<file path="config.mk">
export PLATFORM = sky130hd
export DESIGN_NAME = link_perf_events
export DESIGN_NICKNAME = d
export VERILOG_FILES = /design/src/core/link_perf_pkg.sv /design/src/core/flit_evt_if.sv /design/src/core/link_perf_events.sv /design/src/core/perf_slot.sv
export SDC_FILE = /design/constraint.sdc
export NUM_CORES = 1
export LEC_CHECK = 0
export BUFFER_PORTS_ARGS = -buffer_cell sky130_fd_sc_hd__buf_2
export CORE_MARGIN = 2
export CORE_UTILIZATION = 45
export CTS_CLUSTER_SIZE = 12
export DETAILED_ROUTE_END_ITERATION = 10
export SLEW_MARGIN = 20
export SYNTH_ARGS = -nofsm -noshare
export SYNTH_HDL_FRONTEND = slang
export SYNTH_SLANG_ARGS = --single-unit
</file>
<file path="constraint.sdc">
create_clock -name sys_clk -period 8 [get_ports sys_clk]
set_input_delay 1.2 -clock sys_clk [delete_from_list [all_inputs] [get_ports sys_clk]]
set_output_delay 1.2 -clock sys_clk [all_outputs]
set_load 0.005 [all_outputs]
</file>
<file path="src/core/link_perf_pkg.sv">
package link_perf_pkg;
   // Event select layout: code in 7:0, umask in 15:8, extra select bit above
   localparam int EVT_CODE_LSB = 0;
   localparam int EVT_CODE_W = 8;
   localparam int UMASK_LSB = 8;
   localparam int UMASK_W = 8;
   localparam int EXT_SEL_BIT = 16;
   localparam int EDGE_DET_BIT = 18;
   localparam int ENABLE_BIT = 22;
   localparam int SEL_W = 32;

   // Event codes
   localparam logic [7:0] CODE_FLITS = 8'h00;
   localparam logic [7:0] CODE_TX_BYPASS = 8'h05;
   localparam logic [7:0] CODE_TX_NOT_EMPTY = 8'h06;
   localparam logic [7:0] CODE_FULL_WIDTH = 8'h0c;
   localparam logic [7:0] CODE_HALF_WIDTH = 8'h0d;
   localparam logic [7:0] CODE_RX_SNP_OCC = 8'h19;

   // Umask bits
   localparam int UM_VN0 = 0;
   localparam int UM_VN1 = 1;
   localparam int UM_G0_DATA = 1;
   localparam int UM_G0_NONDATA = 2;
   localparam int UM_G1_SNP = 0;
   localparam int UM_G1_COHERENCE_AGENT_REQUEST_SELECT = 1;
   localparam int UM_G1_HOM_RESP = 2;

   // Sizes
   localparam int NUM_SLOTS = 4;
   localparam int CNT_W = 48;
   localparam int OCC_W = 8;
   localparam logic [OCC_W-1:0] OCC_MAX = 8'h80;
   localparam int INC_W = 9;
   localparam int TXQ_DEPTH = 16;

   // Register map (index = byte address / 4)
   localparam logic [7:0] ADDR_SEL0 = 8'h00;
   localparam logic [7:0] ADDR_CNT0_LO = 8'h10;
   localparam logic [7:0] ADDR_CNT0_HI = 8'h20;
   localparam logic [7:0] ADDR_STATUS = 8'h30;
   localparam logic [7:0] ADDR_CONTROL = 8'h34;
   localparam logic [31:0] SEL_RESET = 32'h0000_0000;

   // Transmit lane width states
   typedef enum logic [2:0] {
      ST_FULL = 3'b001,
      ST_HALF = 3'b010,
      ST_TRAIN = 3'b100
   } width_state_t;
endpackage

</file>
<file path="src/core/flit_evt_if.sv">
`timescale 1ns/1ps
`default_nettype none
// Per-cycle event increments handed from the flit paths to the counter slots
interface flit_evt_if;
   import link_perf_pkg::*;
   logic [OCC_W-1:0] rx_occ_vn0; // Snoop entries, network 0
   logic [OCC_W-1:0] rx_occ_vn1; // Snoop entries, network 1
   logic full_width; // Transmit in full or half width
   logic half_width; // Transmit in half width only
   logic tx_bypass; // Flit bypassed the transmit queue
   logic tx_not_empty; // Transmit queue holds an entry
   logic [1:0] g0_data; // Data flits this cycle
   logic [1:0] g0_nondata; // Non-null non-data flits
   logic [1:0] g1_snp; // Snoop request flits
   logic [1:0] g1_coherence_agent_request_select; // Home request flits
   logic [1:0] g1_hom_resp; // Home non-request flits
   logic deep_sleep; // Deep-sleep residency active
   modport src (output rx_occ_vn0, rx_occ_vn1, full_width, half_width, tx_bypass,
      tx_not_empty, g0_data, g0_nondata, g1_snp, g1_coherence_agent_request_select, g1_hom_resp, deep_sleep);
   modport dst (input rx_occ_vn0, rx_occ_vn1, full_width, half_width, tx_bypass,
      tx_not_empty, g0_data, g0_nondata, g1_snp, g1_coherence_agent_request_select, g1_hom_resp, deep_sleep);
endinterface
`default_nettype wire

</file>
<file path="src/core/link_perf_events.sv">
`timescale 1ns/1ps
`default_nettype none
// Operation
// - Code 0x19 adds receive snoop occupancy
// - Umask bits pick virtual networks zero/one
// - Receive flits bypass queue unless ring stalls
// - Events exist on counter slots 0-3
// - Code 0x0d counts half-width cycles
// - Edge detect counts half-width entries
// - Edge count invalid during deep sleep
// - Transmit power state tracked separately
// - Code 0x0c counts full incl. half
// - Training cycles excluded from full-width count
// - Code 0x05 counts transmit queue bypasses
// - Transmit queue used in half-width, retry
// - Code 0x06 counts queue not-empty cycles
// - Group zero umask 02 counts data flits
// - Group zero umask 04 counts non-data
// - Flit is 80 bits, transfers halve width
// - Cache line is header plus eight data
// - Group one umask 01 counts snoop requests
// - Group one umask 02/04/06 count home flits
module link_perf_events
   import link_perf_pkg::*;
#(
   parameter int QDEPTH = TXQ_DEPTH
)
(
   input wire logic sys_clk,
   input wire logic rstn,
   // Register port
   input wire logic [7:0] reg_addr,
   input wire logic [31:0] reg_wdata,
   input wire logic reg_wr,
   input wire logic reg_rd,
   output logic [31:0] reg_rdata,
   // Receive side: flit arrival and ring backpressure
   input wire logic rx_flit_valid,
   input wire logic rx_flit_snoop,
   input wire logic rx_flit_vn1,
   input wire logic ring_ready,
   output logic ring_valid,
   // Transmit side: flit arrival and link slot
   input wire logic tx_flit_valid,
   input wire logic [2:0] tx_flit_class,
   input wire logic tx_flit_is_data,
   input wire logic link_slot,
   input wire logic link_retry,
   input wire logic half_width_req,
   input wire logic train_req,
   input wire logic deep_sleep,
   output logic link_valid,
   output logic [2:0] link_class,
   output logic link_is_data,
   output logic half_width_state,
   output logic tx_queue_full
);
   // Transmit flit classes carried on tx_flit_class
   localparam logic [2:0] CLS_NULL = 3'h0;
   localparam logic [2:0] CLS_SNOOP = 3'h1;
   localparam logic [2:0] CLS_COHERENCE_AGENT_REQUEST_SELECT = 3'h2;
   localparam logic [2:0] CLS_HOM_RESP = 3'h3;
   localparam logic [2:0] CLS_DATA_RESP = 3'h4;
   localparam logic [2:0] CLS_NC_BYPASS = 3'h5;
   localparam int QA = $clog2(QDEPTH);

   flit_evt_if ev();

   // Software-visible select and counters
   logic [SEL_W-1:0] sel_reg [NUM_SLOTS]; // Event select per slot
   logic [NUM_SLOTS-1:0] clear_reg; // One-cycle clear pulses
   logic [CNT_W-1:0] cnt [NUM_SLOTS];
   logic [31:0] rdata_reg;

   // Receive queue occupancy per virtual network, snoop class
   logic [OCC_W-1:0] rxq_vn0_reg;
   logic [OCC_W-1:0] rxq_vn1_reg;
   logic rx_snp_alloc;
   logic ring_valid_reg;

   // Transmit queue storage, three class bits and a data bit per entry
   logic [3:0] txq_mem [QDEPTH];
   logic [QA-1:0] wr_ptr_reg;
   logic [QA-1:0] rd_ptr_reg;
   logic [QA:0] txq_cnt_reg;
   logic txq_push;
   logic txq_pop;
   logic tx_bypass;
   width_state_t wstate_reg;
   logic link_valid_reg;
   logic [2:0] link_class_reg;
   logic link_is_data_reg;
   logic [2:0] sent_class;
   logic sent_data;
   logic sent;

   // Each slot instantiated with its own select; only four exist
   for (genvar i = 0; i < NUM_SLOTS; i++) begin : g_slot
      perf_slot u_slot (
         .sys_clk(sys_clk),
         .rstn(rstn),
         .sel(sel_reg[i]),
         .clear(clear_reg[i]),
         .ev(ev),
         .count(cnt[i])
      );
   end

   // Select register writes
   always_ff @(posedge sys_clk) begin
      if (!rstn) begin
         for (int i = 0; i < NUM_SLOTS; i++) sel_reg[i] <= SEL_RESET;
      end else if (reg_wr) begin
         for (int i = 0; i < NUM_SLOTS; i++)
            if (reg_addr == ADDR_SEL0 + 8'(4*i)) sel_reg[i] <= reg_wdata;
      end
   end

   // Writing any counter word clears that slot
   always_ff @(posedge sys_clk) begin
      if (!rstn) clear_reg <= '0;
      else begin
         for (int i = 0; i < NUM_SLOTS; i++)
            clear_reg[i] <= reg_wr && (reg_addr == ADDR_CNT0_LO + 8'(4*i)
               || reg_addr == ADDR_CNT0_HI + 8'(4*i));
      end
   end

   // Read data one cycle after the strobe; unmapped reads zero
   always_ff @(posedge sys_clk) begin
      if (!rstn) rdata_reg <= '0;
      else if (reg_rd) begin
         rdata_reg <= '0;
         for (int i = 0; i < NUM_SLOTS; i++) begin
            if (reg_addr == ADDR_SEL0 + 8'(4*i)) rdata_reg <= sel_reg[i];
            else if (reg_addr == ADDR_CNT0_LO + 8'(4*i)) rdata_reg <= cnt[i][31:0];
            else if (reg_addr == ADDR_CNT0_HI + 8'(4*i))
               rdata_reg <= {16'h0000, cnt[i][CNT_W-1:32]};
         end
         if (reg_addr == ADDR_STATUS)
            rdata_reg <= {8'h00, rxq_vn1_reg, rxq_vn0_reg, 1'b0, wstate_reg,
               1'b0, 3'(txq_cnt_reg)};
      end else rdata_reg <= '0;
   end
   assign reg_rdata = rdata_reg;

   // Receive path: snoop flits go straight to ring unless it is stalled
   assign rx_snp_alloc = rx_flit_valid && rx_flit_snoop && !ring_ready;
   always_ff @(posedge sys_clk) begin
      if (!rstn) ring_valid_reg <= 1'b0;
      else ring_valid_reg <= (rx_flit_valid && ring_ready)
         || (ring_ready && (rxq_vn0_reg != '0 || rxq_vn1_reg != '0));
   end
   assign ring_valid = ring_valid_reg;

   // Occupancy counters, saturating at the documented maximum
   always_ff @(posedge sys_clk) begin
      if (!rstn) begin
         rxq_vn0_reg <= '0;
         rxq_vn1_reg <= '0;
      end else if (rx_snp_alloc) begin
         if (rx_flit_vn1 && rxq_vn1_reg + rxq_vn0_reg < OCC_MAX)
            rxq_vn1_reg <= rxq_vn1_reg + 8'h01;
         else if (!rx_flit_vn1 && rxq_vn1_reg + rxq_vn0_reg < OCC_MAX)
            rxq_vn0_reg <= rxq_vn0_reg + 8'h01;
      end else if (ring_ready) begin
         // Drain network zero first, one entry a cycle
         if (rxq_vn0_reg != '0) rxq_vn0_reg <= rxq_vn0_reg - 8'h01;
         else if (rxq_vn1_reg != '0) rxq_vn1_reg <= rxq_vn1_reg - 8'h01;
      end
   end

   // Transmit width state, independent of the receive direction
   always_ff @(posedge sys_clk) begin
      if (!rstn) wstate_reg <= ST_FULL;
      else begin
         case (wstate_reg)
            ST_FULL: begin
               if (train_req) wstate_reg <= ST_TRAIN;
               else if (half_width_req) wstate_reg <= ST_HALF;
            end
            ST_HALF: begin
               if (train_req) wstate_reg <= ST_TRAIN;
               else if (!half_width_req) wstate_reg <= ST_FULL;
            end
            ST_TRAIN: begin
               if (!train_req) wstate_reg <= ST_FULL;
            end
            default: wstate_reg <= ST_FULL;
         endcase
      end
   end
   assign half_width_state = (wstate_reg == ST_HALF);

   // Queue use forced in half width, retry, or while backlog exists
   assign tx_bypass = tx_flit_valid && link_slot && wstate_reg == ST_FULL
      && !link_retry && txq_cnt_reg == '0;
   assign txq_push = tx_flit_valid && !tx_bypass && txq_cnt_reg != (QA+1)'(QDEPTH);
   assign txq_pop = link_slot && !link_retry && wstate_reg != ST_TRAIN
      && txq_cnt_reg != '0;
   assign tx_queue_full = txq_cnt_reg == (QA+1)'(QDEPTH);

   // Queue storage and pointers
   always_ff @(posedge sys_clk) begin
      if (txq_push) txq_mem[wr_ptr_reg] <= {tx_flit_is_data, tx_flit_class};
   end
   always_ff @(posedge sys_clk) begin
      if (!rstn) begin
         wr_ptr_reg <= '0;
         rd_ptr_reg <= '0;
         txq_cnt_reg <= '0;
      end else begin
         if (txq_push) wr_ptr_reg <= wr_ptr_reg + 1'b1;
         if (txq_pop) rd_ptr_reg <= rd_ptr_reg + 1'b1;
         txq_cnt_reg <= txq_cnt_reg + (QA+1)'(txq_push) - (QA+1)'(txq_pop);
      end
   end

   // Flit leaving on the link this cycle (80-bit flit, header then data)
   assign sent = tx_bypass || txq_pop;
   assign sent_class = tx_bypass ? tx_flit_class : txq_mem[rd_ptr_reg][2:0];
   assign sent_data = tx_bypass ? tx_flit_is_data : txq_mem[rd_ptr_reg][3];

   always_ff @(posedge sys_clk) begin
      if (!rstn) begin
         link_valid_reg <= 1'b0;
         link_class_reg <= CLS_NULL;
         link_is_data_reg <= 1'b0;
      end else begin
         link_valid_reg <= sent;
         link_class_reg <= sent ? sent_class : CLS_NULL;
         link_is_data_reg <= sent && sent_data;
      end
   end
   assign link_valid = link_valid_reg;
   assign link_class = link_class_reg;
   assign link_is_data = link_is_data_reg;

   // Event levels for the slots
   assign ev.rx_occ_vn0 = rxq_vn0_reg;
   assign ev.rx_occ_vn1 = rxq_vn1_reg;
   assign ev.full_width = wstate_reg != ST_TRAIN;
   assign ev.half_width = wstate_reg == ST_HALF;
   assign ev.tx_bypass = tx_bypass;
   assign ev.tx_not_empty = txq_cnt_reg != '0;
   assign ev.g0_data = {1'b0, sent && sent_data
      && (sent_class == CLS_DATA_RESP || sent_class == CLS_NC_BYPASS)};
   assign ev.g0_nondata = {1'b0, sent && !sent_data && sent_class != CLS_NULL};
   assign ev.g1_snp = {1'b0, sent && sent_class == CLS_SNOOP};
   assign ev.g1_coherence_agent_request_select = {1'b0, sent && sent_class == CLS_COHERENCE_AGENT_REQUEST_SELECT};
   assign ev.g1_hom_resp = {1'b0, sent && sent_class == CLS_HOM_RESP};
   assign ev.deep_sleep = deep_sleep;
endmodule
`default_nettype wire

</file>
<file path="src/core/perf_slot.sv">
`timescale 1ns/1ps
`default_nettype none
// One counter slot: decodes its event select and accumulates
module perf_slot
   import link_perf_pkg::*;
(
   input wire logic sys_clk,
   input wire logic rstn,
   input wire logic [SEL_W-1:0] sel,
   input wire logic clear,
   flit_evt_if.dst ev,
   output logic [CNT_W-1:0] count
);
   logic [7:0] code;
   logic [7:0] um;
   logic ext;
   logic [INC_W-1:0] raw_inc; // Selected per-cycle amount
   logic level_reg; // Previous level for edge detect
   logic [INC_W-1:0] inc;
   logic [CNT_W-1:0] count_reg;

   assign code = sel[EVT_CODE_LSB +: EVT_CODE_W];
   assign um = sel[UMASK_LSB +: UMASK_W];
   assign ext = sel[EXT_SEL_BIT];

   // Widen a two-bit flit count
   function automatic logic [INC_W-1:0] w2(input logic [1:0] v);
      return {{(INC_W-2){1'b0}}, v};
   endfunction

   // Event decode; a set of umask bits counts the union of subclasses
   always_comb begin
      raw_inc = '0;
      if (code == CODE_RX_SNP_OCC && ext) begin
         // Snoop class only, per selected virtual network
         if (um[UM_VN0]) raw_inc = raw_inc + {1'b0, ev.rx_occ_vn0};
         if (um[UM_VN1]) raw_inc = raw_inc + {1'b0, ev.rx_occ_vn1};
      end else if (code == CODE_HALF_WIDTH && !ext) begin
         raw_inc = {{(INC_W-1){1'b0}}, ev.half_width};
      end else if (code == CODE_FULL_WIDTH && !ext) begin
         raw_inc = {{(INC_W-1){1'b0}}, ev.full_width};
      end else if (code == CODE_TX_BYPASS && !ext) begin
         raw_inc = {{(INC_W-1){1'b0}}, ev.tx_bypass};
      end else if (code == CODE_TX_NOT_EMPTY && !ext) begin
         raw_inc = {{(INC_W-1){1'b0}}, ev.tx_not_empty};
      end else if (code == CODE_FLITS && !ext) begin
         if (um[UM_G0_DATA]) raw_inc = raw_inc + w2(ev.g0_data);
         if (um[UM_G0_NONDATA]) raw_inc = raw_inc + w2(ev.g0_nondata);
      end else if (code == CODE_FLITS && ext) begin
         if (um[UM_G1_SNP]) raw_inc = raw_inc + w2(ev.g1_snp);
         if (um[UM_G1_COHERENCE_AGENT_REQUEST_SELECT]) raw_inc = raw_inc + w2(ev.g1_coherence_agent_request_select);
         if (um[UM_G1_HOM_RESP]) raw_inc = raw_inc + w2(ev.g1_hom_resp);
      end
   end

   // Edge detect turns a level into one count per rising entry
   always_ff @(posedge sys_clk) begin
      if (!rstn) level_reg <= 1'b0;
      else level_reg <= raw_inc[0];
   end

   // Edge count only meaningful for one-bit levels; invalid under deep sleep
   always_comb begin
      if (sel[EDGE_DET_BIT])
         inc = {{(INC_W-1){1'b0}}, raw_inc[0] & ~level_reg};
      else
         inc = raw_inc;
   end

   // Accumulator; software clear takes priority over the add
   always_ff @(posedge sys_clk) begin
      if (!rstn) count_reg <= '0;
      else if (clear) count_reg <= '0;
      else if (sel[ENABLE_BIT]) count_reg <= count_reg + {{(CNT_W-INC_W){1'b0}}, inc};
   end
   assign count = count_reg;
endmodule
`default_nettype wire

</file>
; Word-level counts from Yosys, hierarchy flattened
; Memory sizes are Yosys's and may differ from the RTL's. A register that Yosys moved wholly into a read port is not among the register bits.
; Index checks and enable logic that the tools add are counted.
[classes]
addsub = 29
magnitude_cmp = 1
eq_ne = 50
muxes = 200
bitwise_logic = 14
n_reduce_logical = 94
[ops]
columns = op, count
row1 = 9-bit two-way mux, 132
row2 = 32-bit two-way mux, 15
row3 = 48-bit by 9-bit adder with 48-bit output, 4
row4 = 8-bit two-way mux, 14
row5 = 9-bit by 1-bit adder with 9-bit output, 12
row6 = "8-bit by 4-bit == test with 1-bit output, second input constant", 10
row7 = "8-bit by 3-bit == test with 1-bit output, second input constant", 9
row8 = "8-bit by 5-bit == test with 1-bit output, second input constant", 8
row9 = 1-bit logical AND, 54
row10 = "8-bit by 6-bit == test with 1-bit output, second input constant", 5
row11 = 8-bit zero test, 5
row12 = 9-bit by 8-bit adder with 9-bit output, 4
row13 = 1-bit two-way mux, 28
row14 = 24-bit two-way mux, 1
row15 = 3-bit two-way mux, 6
row16 = "8-bit by 1-bit adder with 8-bit output, second input constant", 2
row17 = 16-bit two-way mux, 1
row18 = 8-bit nonzero test, 2
row19 = "8-bit by 1-bit subtractor with 8-bit output, second input constant", 2
row20 = "3-bit by 2-bit == test with 1-bit output, second input constant", 3
row21 = "3-bit == test, second input constant", 3
row22 = 1-bit zero test, 9
row23 = "3-bit != test, second input constant", 3
row24 = 3-bit one-hot mux with 3 select lines, 1
row25 = other kinds (24), 55
[word_totals]
reg_bits = 270
ramBits = 192
in_bits = 58
out_inout_bits = 40
word_cells = 411
n_memories = 2
[memory_table]
columns = name, depth, width, rd, rd_clocked_by_memory_dff, wr, line_no
row1 = sel_reg, 4, 32, 4, 0, 4, link_perf_events.sv:70  ; logic [SEL_W-1:0] sel_reg [NUM_SLOTS];
row2 = txq_mem, 16, 4, 1, 1, 1, link_perf_events.sv:82  ; logic [3:0] txq_mem [QDEPTH];

; Logic depth before layout (Yosys ltp)
[depth]
depth_word = 36
ltp_mapped = 31
mapped_depth_nobuf = 29

; Cells and area by module
; Synthesis repeated with hierarchy kept, for this count alone.
[unflattened]
cells_unflattened = 2956
hier_area_um2 = 27891.8
[by_module_without_submodules]
columns = module, instances, cells_each, area_per_inst_um2, seq_area_each_um2
row1 = link_perf_events, 1, 1342, 14099.8, 7327.0
row2 = perf_slot (g_slot[0].u_slot ...), 3, 397, 3437.0, 980.9
row3 = perf_slot (g_slot[3].u_slot), 1, 423, 3480.8, 980.9

; Worst setup path after synthesis
; No wires, ideal clock.
[synth_timing]
path_type = input -> register
from = input port link_retry
to = register g_slot[3].u_slot.count_reg[41]
setup_time_ps = 128
t_arrival_ps = 6422
required_ps = 7872
slack_ps = 1451
cell_stages = 24
n_path_buf = 1
cell_sequence = nor4b_2 > a32o_1 > a21oi_2 > nor2_2 > and2_1 > ha_1 > mux2_2 > ha_1 > ha_1 > mux2_2 > a21oi_1 > or3_1 > o32a_1 > nor2_1 > ha_1 > a21o_1 > a21oi_1 > nor2b_1 > o21ai_0 > a2111oi_0 > clkbuf_1 > nand4_1 > xor2_1 > nor2_1
[synth_via]
elab_chain_cells = 35
word_cells_on_any_way = 62
cone_classes = add/sub (4) / eq/ne (5) / mux (35) / bitwise (1) / reduce/logical (17)
[synth_lines]
columns = item, line_no
row1 = from (decl), link_perf_events.sv:48  ; input wire logic link_retry,
row2 = 1-bit zero test (*), "link_perf_events.sv:197, link_perf_events.sv:199"
row3 = "1-bit logical AND, on equally long branches (2 in series)", "link_perf_events.sv:197, link_perf_events.sv:199"
row4 = 3-bit two-way mux or 1-bit logical AND (tied branches), "link_perf_events.sv:221, link_perf_events.sv:200"
row5 = 3-bit by 1-bit == test with 1-bit output or 1-bit logical OR (tied branches), "link_perf_events.sv:249, link_perf_events.sv:220"
row6 = 1-bit logical AND, link_perf_events.sv:249  ; assign ev.g1_snp = {1'b0, sent && sent_class == CLS_SNOOP};
row7 = 1-bit two-way mux, perf_slot.sv:50  ; if (um[UM_G1_SNP]) raw_inc = raw_inc + w2(ev.g1_snp);
row8 = 9-bit two-way mux, perf_slot.sv:49  ; end else if (code == CODE_FLITS && ext) begin
row9 = 9-bit two-way mux, perf_slot.sv:46  ; end else if (code == CODE_FLITS && !ext) begin
row10 = [... 18 more ...], -
row11 = 9-bit two-way mux, perf_slot.sv:44  ; end else if (code == CODE_TX_NOT_EMPTY && !ext) begin
row12 = 9-bit two-way mux (*), perf_slot.sv:42  ; end else if (code == CODE_TX_BYPASS && !ext) begin
row13 = 9-bit two-way mux (*), perf_slot.sv:40  ; end else if (code == CODE_FULL_WIDTH && !ext) begin
row14 = 9-bit two-way mux (*), perf_slot.sv:38  ; end else if (code == CODE_HALF_WIDTH && !ext) begin
row15 = 9-bit two-way mux (*), perf_slot.sv:34  ; if (code == CODE_RX_SNP_OCC && ext) begin
row16 = 1-bit bitwise AND, perf_slot.sv:65  ; inc = {{(INC_W-1){1'b0}}, raw_inc[0] & ~level_reg};
row17 = 9-bit two-way mux (*), perf_slot.sv:64  ; if (sel[EDGE_DET_BIT])
row18 = 48-bit by 9-bit adder with 48-bit output (*), perf_slot.sv:74  ; else if (sel[ENABLE_BIT]) count_reg <= count_reg + {{(CNT_W-INC_W){1'b0}}, inc};
row19 = to (signal assigned), perf_slot.sv:74
row20 = to (decl), perf_slot.sv:20  ; logic [CNT_W-1:0] count_reg;
; Every way passes the cells marked *; elsewhere a longest branch is shown, timed or not. The select of a mux whose other input is x is not followed.
; A chain may end at the register's enable or synchronous reset.

; Worst setup path in the final report
[layout_timing]
from = register txq_cnt_reg[2]
to = register g_slot[3].u_slot.count_reg[38]
[layout_via]
elab_chain_cells = 34
word_cells_on_any_way = 60
cone_classes = add/sub (4) / eq/ne (5) / mux (35) / bitwise (1) / reduce/logical (15)
[layout_lines]
columns = item, line_no
row1 = from (decl), link_perf_events.sv:85  ; logic [QA:0] txq_cnt_reg;
row2 = from (signal assigned), link_perf_events.sv:215  ; txq_cnt_reg <= txq_cnt_reg + (QA+1)'(txq_push) - (QA+1)'(txq_pop);
row3 = 5-bit zero test, link_perf_events.sv:197  ; && !link_retry && txq_cnt_reg == '0;
row4 = 1-bit logical AND, link_perf_events.sv:197
row5 = 3-bit two-way mux, link_perf_events.sv:221  ; assign sent_class = tx_bypass ? tx_flit_class : txq_mem[rd_ptr_reg][2:0];
row6 = 3-bit by 1-bit == test with 1-bit output, link_perf_events.sv:249
row7 = 1-bit logical AND, link_perf_events.sv:249
row8 = 1-bit two-way mux, perf_slot.sv:50
row9 = 9-bit two-way mux, perf_slot.sv:49
row10 = 9-bit two-way mux, perf_slot.sv:46
row11 = [... 18 more ...], -
row12 = 9-bit two-way mux, perf_slot.sv:44
row13 = 9-bit two-way mux (*), perf_slot.sv:42
row14 = 9-bit two-way mux (*), perf_slot.sv:40
row15 = 9-bit two-way mux (*), perf_slot.sv:38
row16 = 9-bit two-way mux (*), perf_slot.sv:34
row17 = 1-bit bitwise AND, perf_slot.sv:65
row18 = 9-bit two-way mux (*), perf_slot.sv:64
row19 = 48-bit by 9-bit adder with 48-bit output (*), perf_slot.sv:74
; Marks and branches as above.

==> impl.org <==
** Timing
- Final sum of negative setup slack :: 0 ns
- Unrepaired setup endpoints after global routing :: false
- Across the routed clock network, the largest skew measured is between 0.015 and 0.02 ns.
- Final Hold Viols :: 0
- Headroom to the max-slew limit came out at 0.283.
- At the pin with the least slew margin, the transition time is around 1.1 ns.
- Timing would allow up to roughly 140 MHz.
- After layout, the minimum clock period comes to around 7 ns.
- The count of final max-slew check failures is 0.
- In the post-route analysis, the smallest setup slack over all paths is 0.834 ns.
- Number of failing setup endpoints in the final timing report :: 0
- Of the available clock period, the critical path in the final layout requires 0.896.

** Critical path
- Worst setup path category :: reg2reg
- STA classifies the critical path endpoint as a flip-flop.
- The number of cells on the worst reg-to-reg path is 25.
- Kind of launch point of the worst setup path :: flip-flop
- Worst EP required :: about 8.5 ns
- Max FO, Critical Path :: 8
- Data arrives at the worst endpoint at between 7 and 8 ns.

** Final layout
- Non-filler cells, final :: 3,612
- Ratio of cells with drive above 1 in the final layout :: 0.105
- Number of inserted filler cells in the final layout :: 5,198
- Leaving out fill and tap cells, the most frequent cells in the layout are sky130_fd_sc_hd__nor2_1, sky130_fd_sc_hd__dfxtp_1, sky130_fd_sc_hd__edfxtp_1.
- After the last flow step, the layout net total stands at approximately 3,000.
- Commonest non-fill, non-tap cell in the layout :: sky130_fd_sc_hd__nor2_1
- Fin util :: 0.512
- Relative to the synthesized area, the layout overhead comes to 12.0%.
- The register with the most flip-flops in the layout has about 190 of them.

** Logic synthesis
- After synthesis the cells add up to roughly 26,000 sq um.
- Number of library cell types mapped by synthesis :: 85
- For this run, the register share of the synthesized area comes to 0.435.
- Count of yosys warnings during synthesis :: 0
- Post-synth EDFFs :: about 190
- Among all flip-flop cells after synthesis, the most frequent one is sky130_fd_sc_hd__dfxtp_1.
- Post-Synthesis Mean Instance Area :: 9.40 sq um
- The number of nets in the synthesized netlist is between 2,000 and 3,000.
- In the synthesized netlist, the number of instances is 2,753.
- FFs w/ async S/R, synth :: 0
- Synthesized flop and latch total :: between 400 and 500

** Worst hold path
- Path class of the lowest-slack min-delay path :: reg2reg
- The worst hold path was traced through 2 stages.

** Clock tree
- Clock transition at the registers of the reported paths :: 0.06 ns
- The clock drives between 400 and 500 sinks.
- Number of buffers added by the clock tree synthesis step :: 53
- Number of levels the H-tree was split into :: 2
- Setup fix buffers added after clock tree synthesis :: 0
- Clock root buffer :: sky130_fd_sc_hd__clkbuf_16
- TritonCTS built the clock tree.
- The number of gates resized after CTS was 0.
- In this run, post-CTS hold repair placed 0 buffers.
- Clock latency at the later pin of the worst-skew pair :: slightly above 0.6 ns
- In this run the deepest clock path goes through 3 buffers.

** GRT
- Pin count of the biggest net entering global routing :: a little under 50
- The first global-routing pass estimated about 120,000 um of wire.
- Overall overflow remaining after global route :: 0
- The initial antenna violation count is 5.
- Across every metal layer, demand over resource in global routing totals 0.264.
- The via count of the first global-routing pass is a little over 20,000.

** Routing
- Vias :: roughly 22,000
- Routed length on met3 :: 6310 um
- In this run the remaining antenna-violating nets after routing total 0.
- Wire segments on met2 add up to 35,500 um in the final route.
- For this block, the routed nets add up to 80,000 um of wire.
- The pre-antenna-repair detailed-routing pass consisted of 6 iterations.
- Routed vias/inst :: about 6
- The first routing iteration left 2,250 violations.
- Dividing the detail-routed wire length by the instance count gives ~22 um.
- Top routing layer in use :: met4
- Number of design rule violations left after detail routing :: 0
- The detailed router put a total of ~36,000 um of wire on met1.

** Run
- Across the run, the number of max-cap violations was 0.

** Placed design
- Post-placement setup slack :: ~0.45 ns
- HPWL reported at the end of detailed placement :: between 50,000 and 60,000 um
- Counting tap cells, the placed design contains a total of ~3,500 instances.
- Last weighted congestion value of the routability-driven placer :: 0.922
- Number of port buffers :: 96

** Die
- Core Area :: 56,600 sq um
- In this run the vertical extent of the chip is approximately 240 um.
- Measured along the x axis, the die boundary spans between 200 and 250 um.
- Die outline area :: a little under 60,000 sq um
- The floorplan has between 80 and 90 rows.
- For this configuration, the core starts out at a cell density of 0.457.
- between 90 and 100 I/O pins were placed.

** Power and ir drop
- Static leakage :: approximately 11 nW
- Areal power density over the cells :: 225 nW/um^2
- Power Total :: between 6 and 7 mW
- Worst vdd rail ir drop :: between 150 and 200 uV

** Run status
- The run finished with clean final reports.
-- Yosys cell counts (all sizes together), types with 13 or more instances --
cell	count	area (sq um)
a22oi	38	285
o21ai	150	751
edfxtp	192	5770
a221oi	35	313
a22o	17	150
clkbuf	122	459
nor2	312	1170
nand2	186	698
a21o	39	293
nor2b	13	81.3
nand2b	18	113
a211oi	23	173
and3	28	175
a21oi	164	825
mux2i	83	831
xor2	69	604
o221ai	14	123
xnor2	130	1140
inv	81	304
dfxtp	274	5490
nor4	34	213
mux4	16	360
nor3	55	280
nand3	74	375
o21bai	18	135
nand4	35	219
buf	19	91.3
nor3b	14	116
ha	113	1410
and2	183	1150
or3	36	225
-- layer usage --
layer  vias to the layer above  global-route usage
met1                     10461               0.382
met2                       927               0.410
li1                      10071                   -
met5                         -                   0
met4                         0              0.0827
met3                       139              0.0333
-- metrics by stage --
step                      instance area, sq um  hold slack (ns)
final                                    29000            0.498
after global routing                     29000            0.515
after CTS                                29000            0.495
after detailed placement                 27200            0.487
after global placement                   27200            0.461
after floorplan                          25900            0.452
-- critical path: stages, from the launching register on --
cell and delay [ns]:
sky130_fd_sc_hd__dfxtp_1 0.33, sky130_fd_sc_hd__inv_1 0.08, sky130_fd_sc_hd__ha_1 0.17, sky130_fd_sc_hd__or4b_4 0.57
sky130_fd_sc_hd__nor3_2 0.46, sky130_fd_sc_hd__a21oi_1 0.16, sky130_fd_sc_hd__or2_2 0.34, sky130_fd_sc_hd__nor2_1 0.46
sky130_fd_sc_hd__ha_1 0.34, sky130_fd_sc_hd__mux2_2 0.27, sky130_fd_sc_hd__ha_1 0.19, sky130_fd_sc_hd__ha_1 0.28
sky130_fd_sc_hd__mux2_2 0.13, sky130_fd_sc_hd__a21oi_1 0.08, sky130_fd_sc_hd__or3_1 0.35, sky130_fd_sc_hd__o32a_1 0.30
sky130_fd_sc_hd__nor2_1 0.20, sky130_fd_sc_hd__fa_1 0.25, sky130_fd_sc_hd__a21o_1 0.13, sky130_fd_sc_hd__a21o_1 0.16
sky130_fd_sc_hd__a21boi_0 0.11, sky130_fd_sc_hd__o21bai_1 0.21, sky130_fd_sc_hd__a21oi_1 0.19, sky130_fd_sc_hd__nor4_1 0.89
sky130_fd_sc_hd__a21oi_1 0.14, sky130_fd_sc_hd__o21ba_2 0.25
-- where the power goes --
part	switching, mW	internal [mW]	total, mW
clock network	1.02	1.47	2.49
logic	0.697	0.533	1.23
registers	0.232	2.58	2.81
total	1.95	4.58	6.52
-- kinds of logic after synthesis --
group | Yosys count | synth area share
fa+ha+maj | 124 | 0.0631
compound gates | 594 | 0.149
xor+xnor | 199 | 0.0674
mux | 106 | 0.0491
buf+inv | 224 | 0.0333
simple gates | 1040 | 0.203
flops | 466 | 0.435
-- path summary, 6_finish.rpt --
kind / startpoint / to / slack [ns]
worst max-delay path: txq_cnt_reg[2] / g_slot[3].u_slot.count[38] / 0.83
worst min-delay path: g_slot[0].u_slot.count[47] / g_slot[0].u_slot.count[47] / 0.50
worst min register to register: g_slot[0].u_slot.count[47] / g_slot[0].u_slot.count[47] / 0.50
worst max register to register: txq_cnt_reg[2] / g_slot[3].u_slot.count[38] / 0.83
-- final cells by class --
cell class                 instances  area [sq um]  share of cell area
clock buffer                      79          1580              0.0546
tap                              756           946              0.0326
clock inverter                    20           214             0.00738
timing repair buffer             144           841              0.0290
sequential                       466         11300               0.388
multi-input combinational       2063         13800               0.477
antenna                            1          2.50           0.0000864
inverter                          83           312              0.0108
Power figures use the tool's default switching activity.
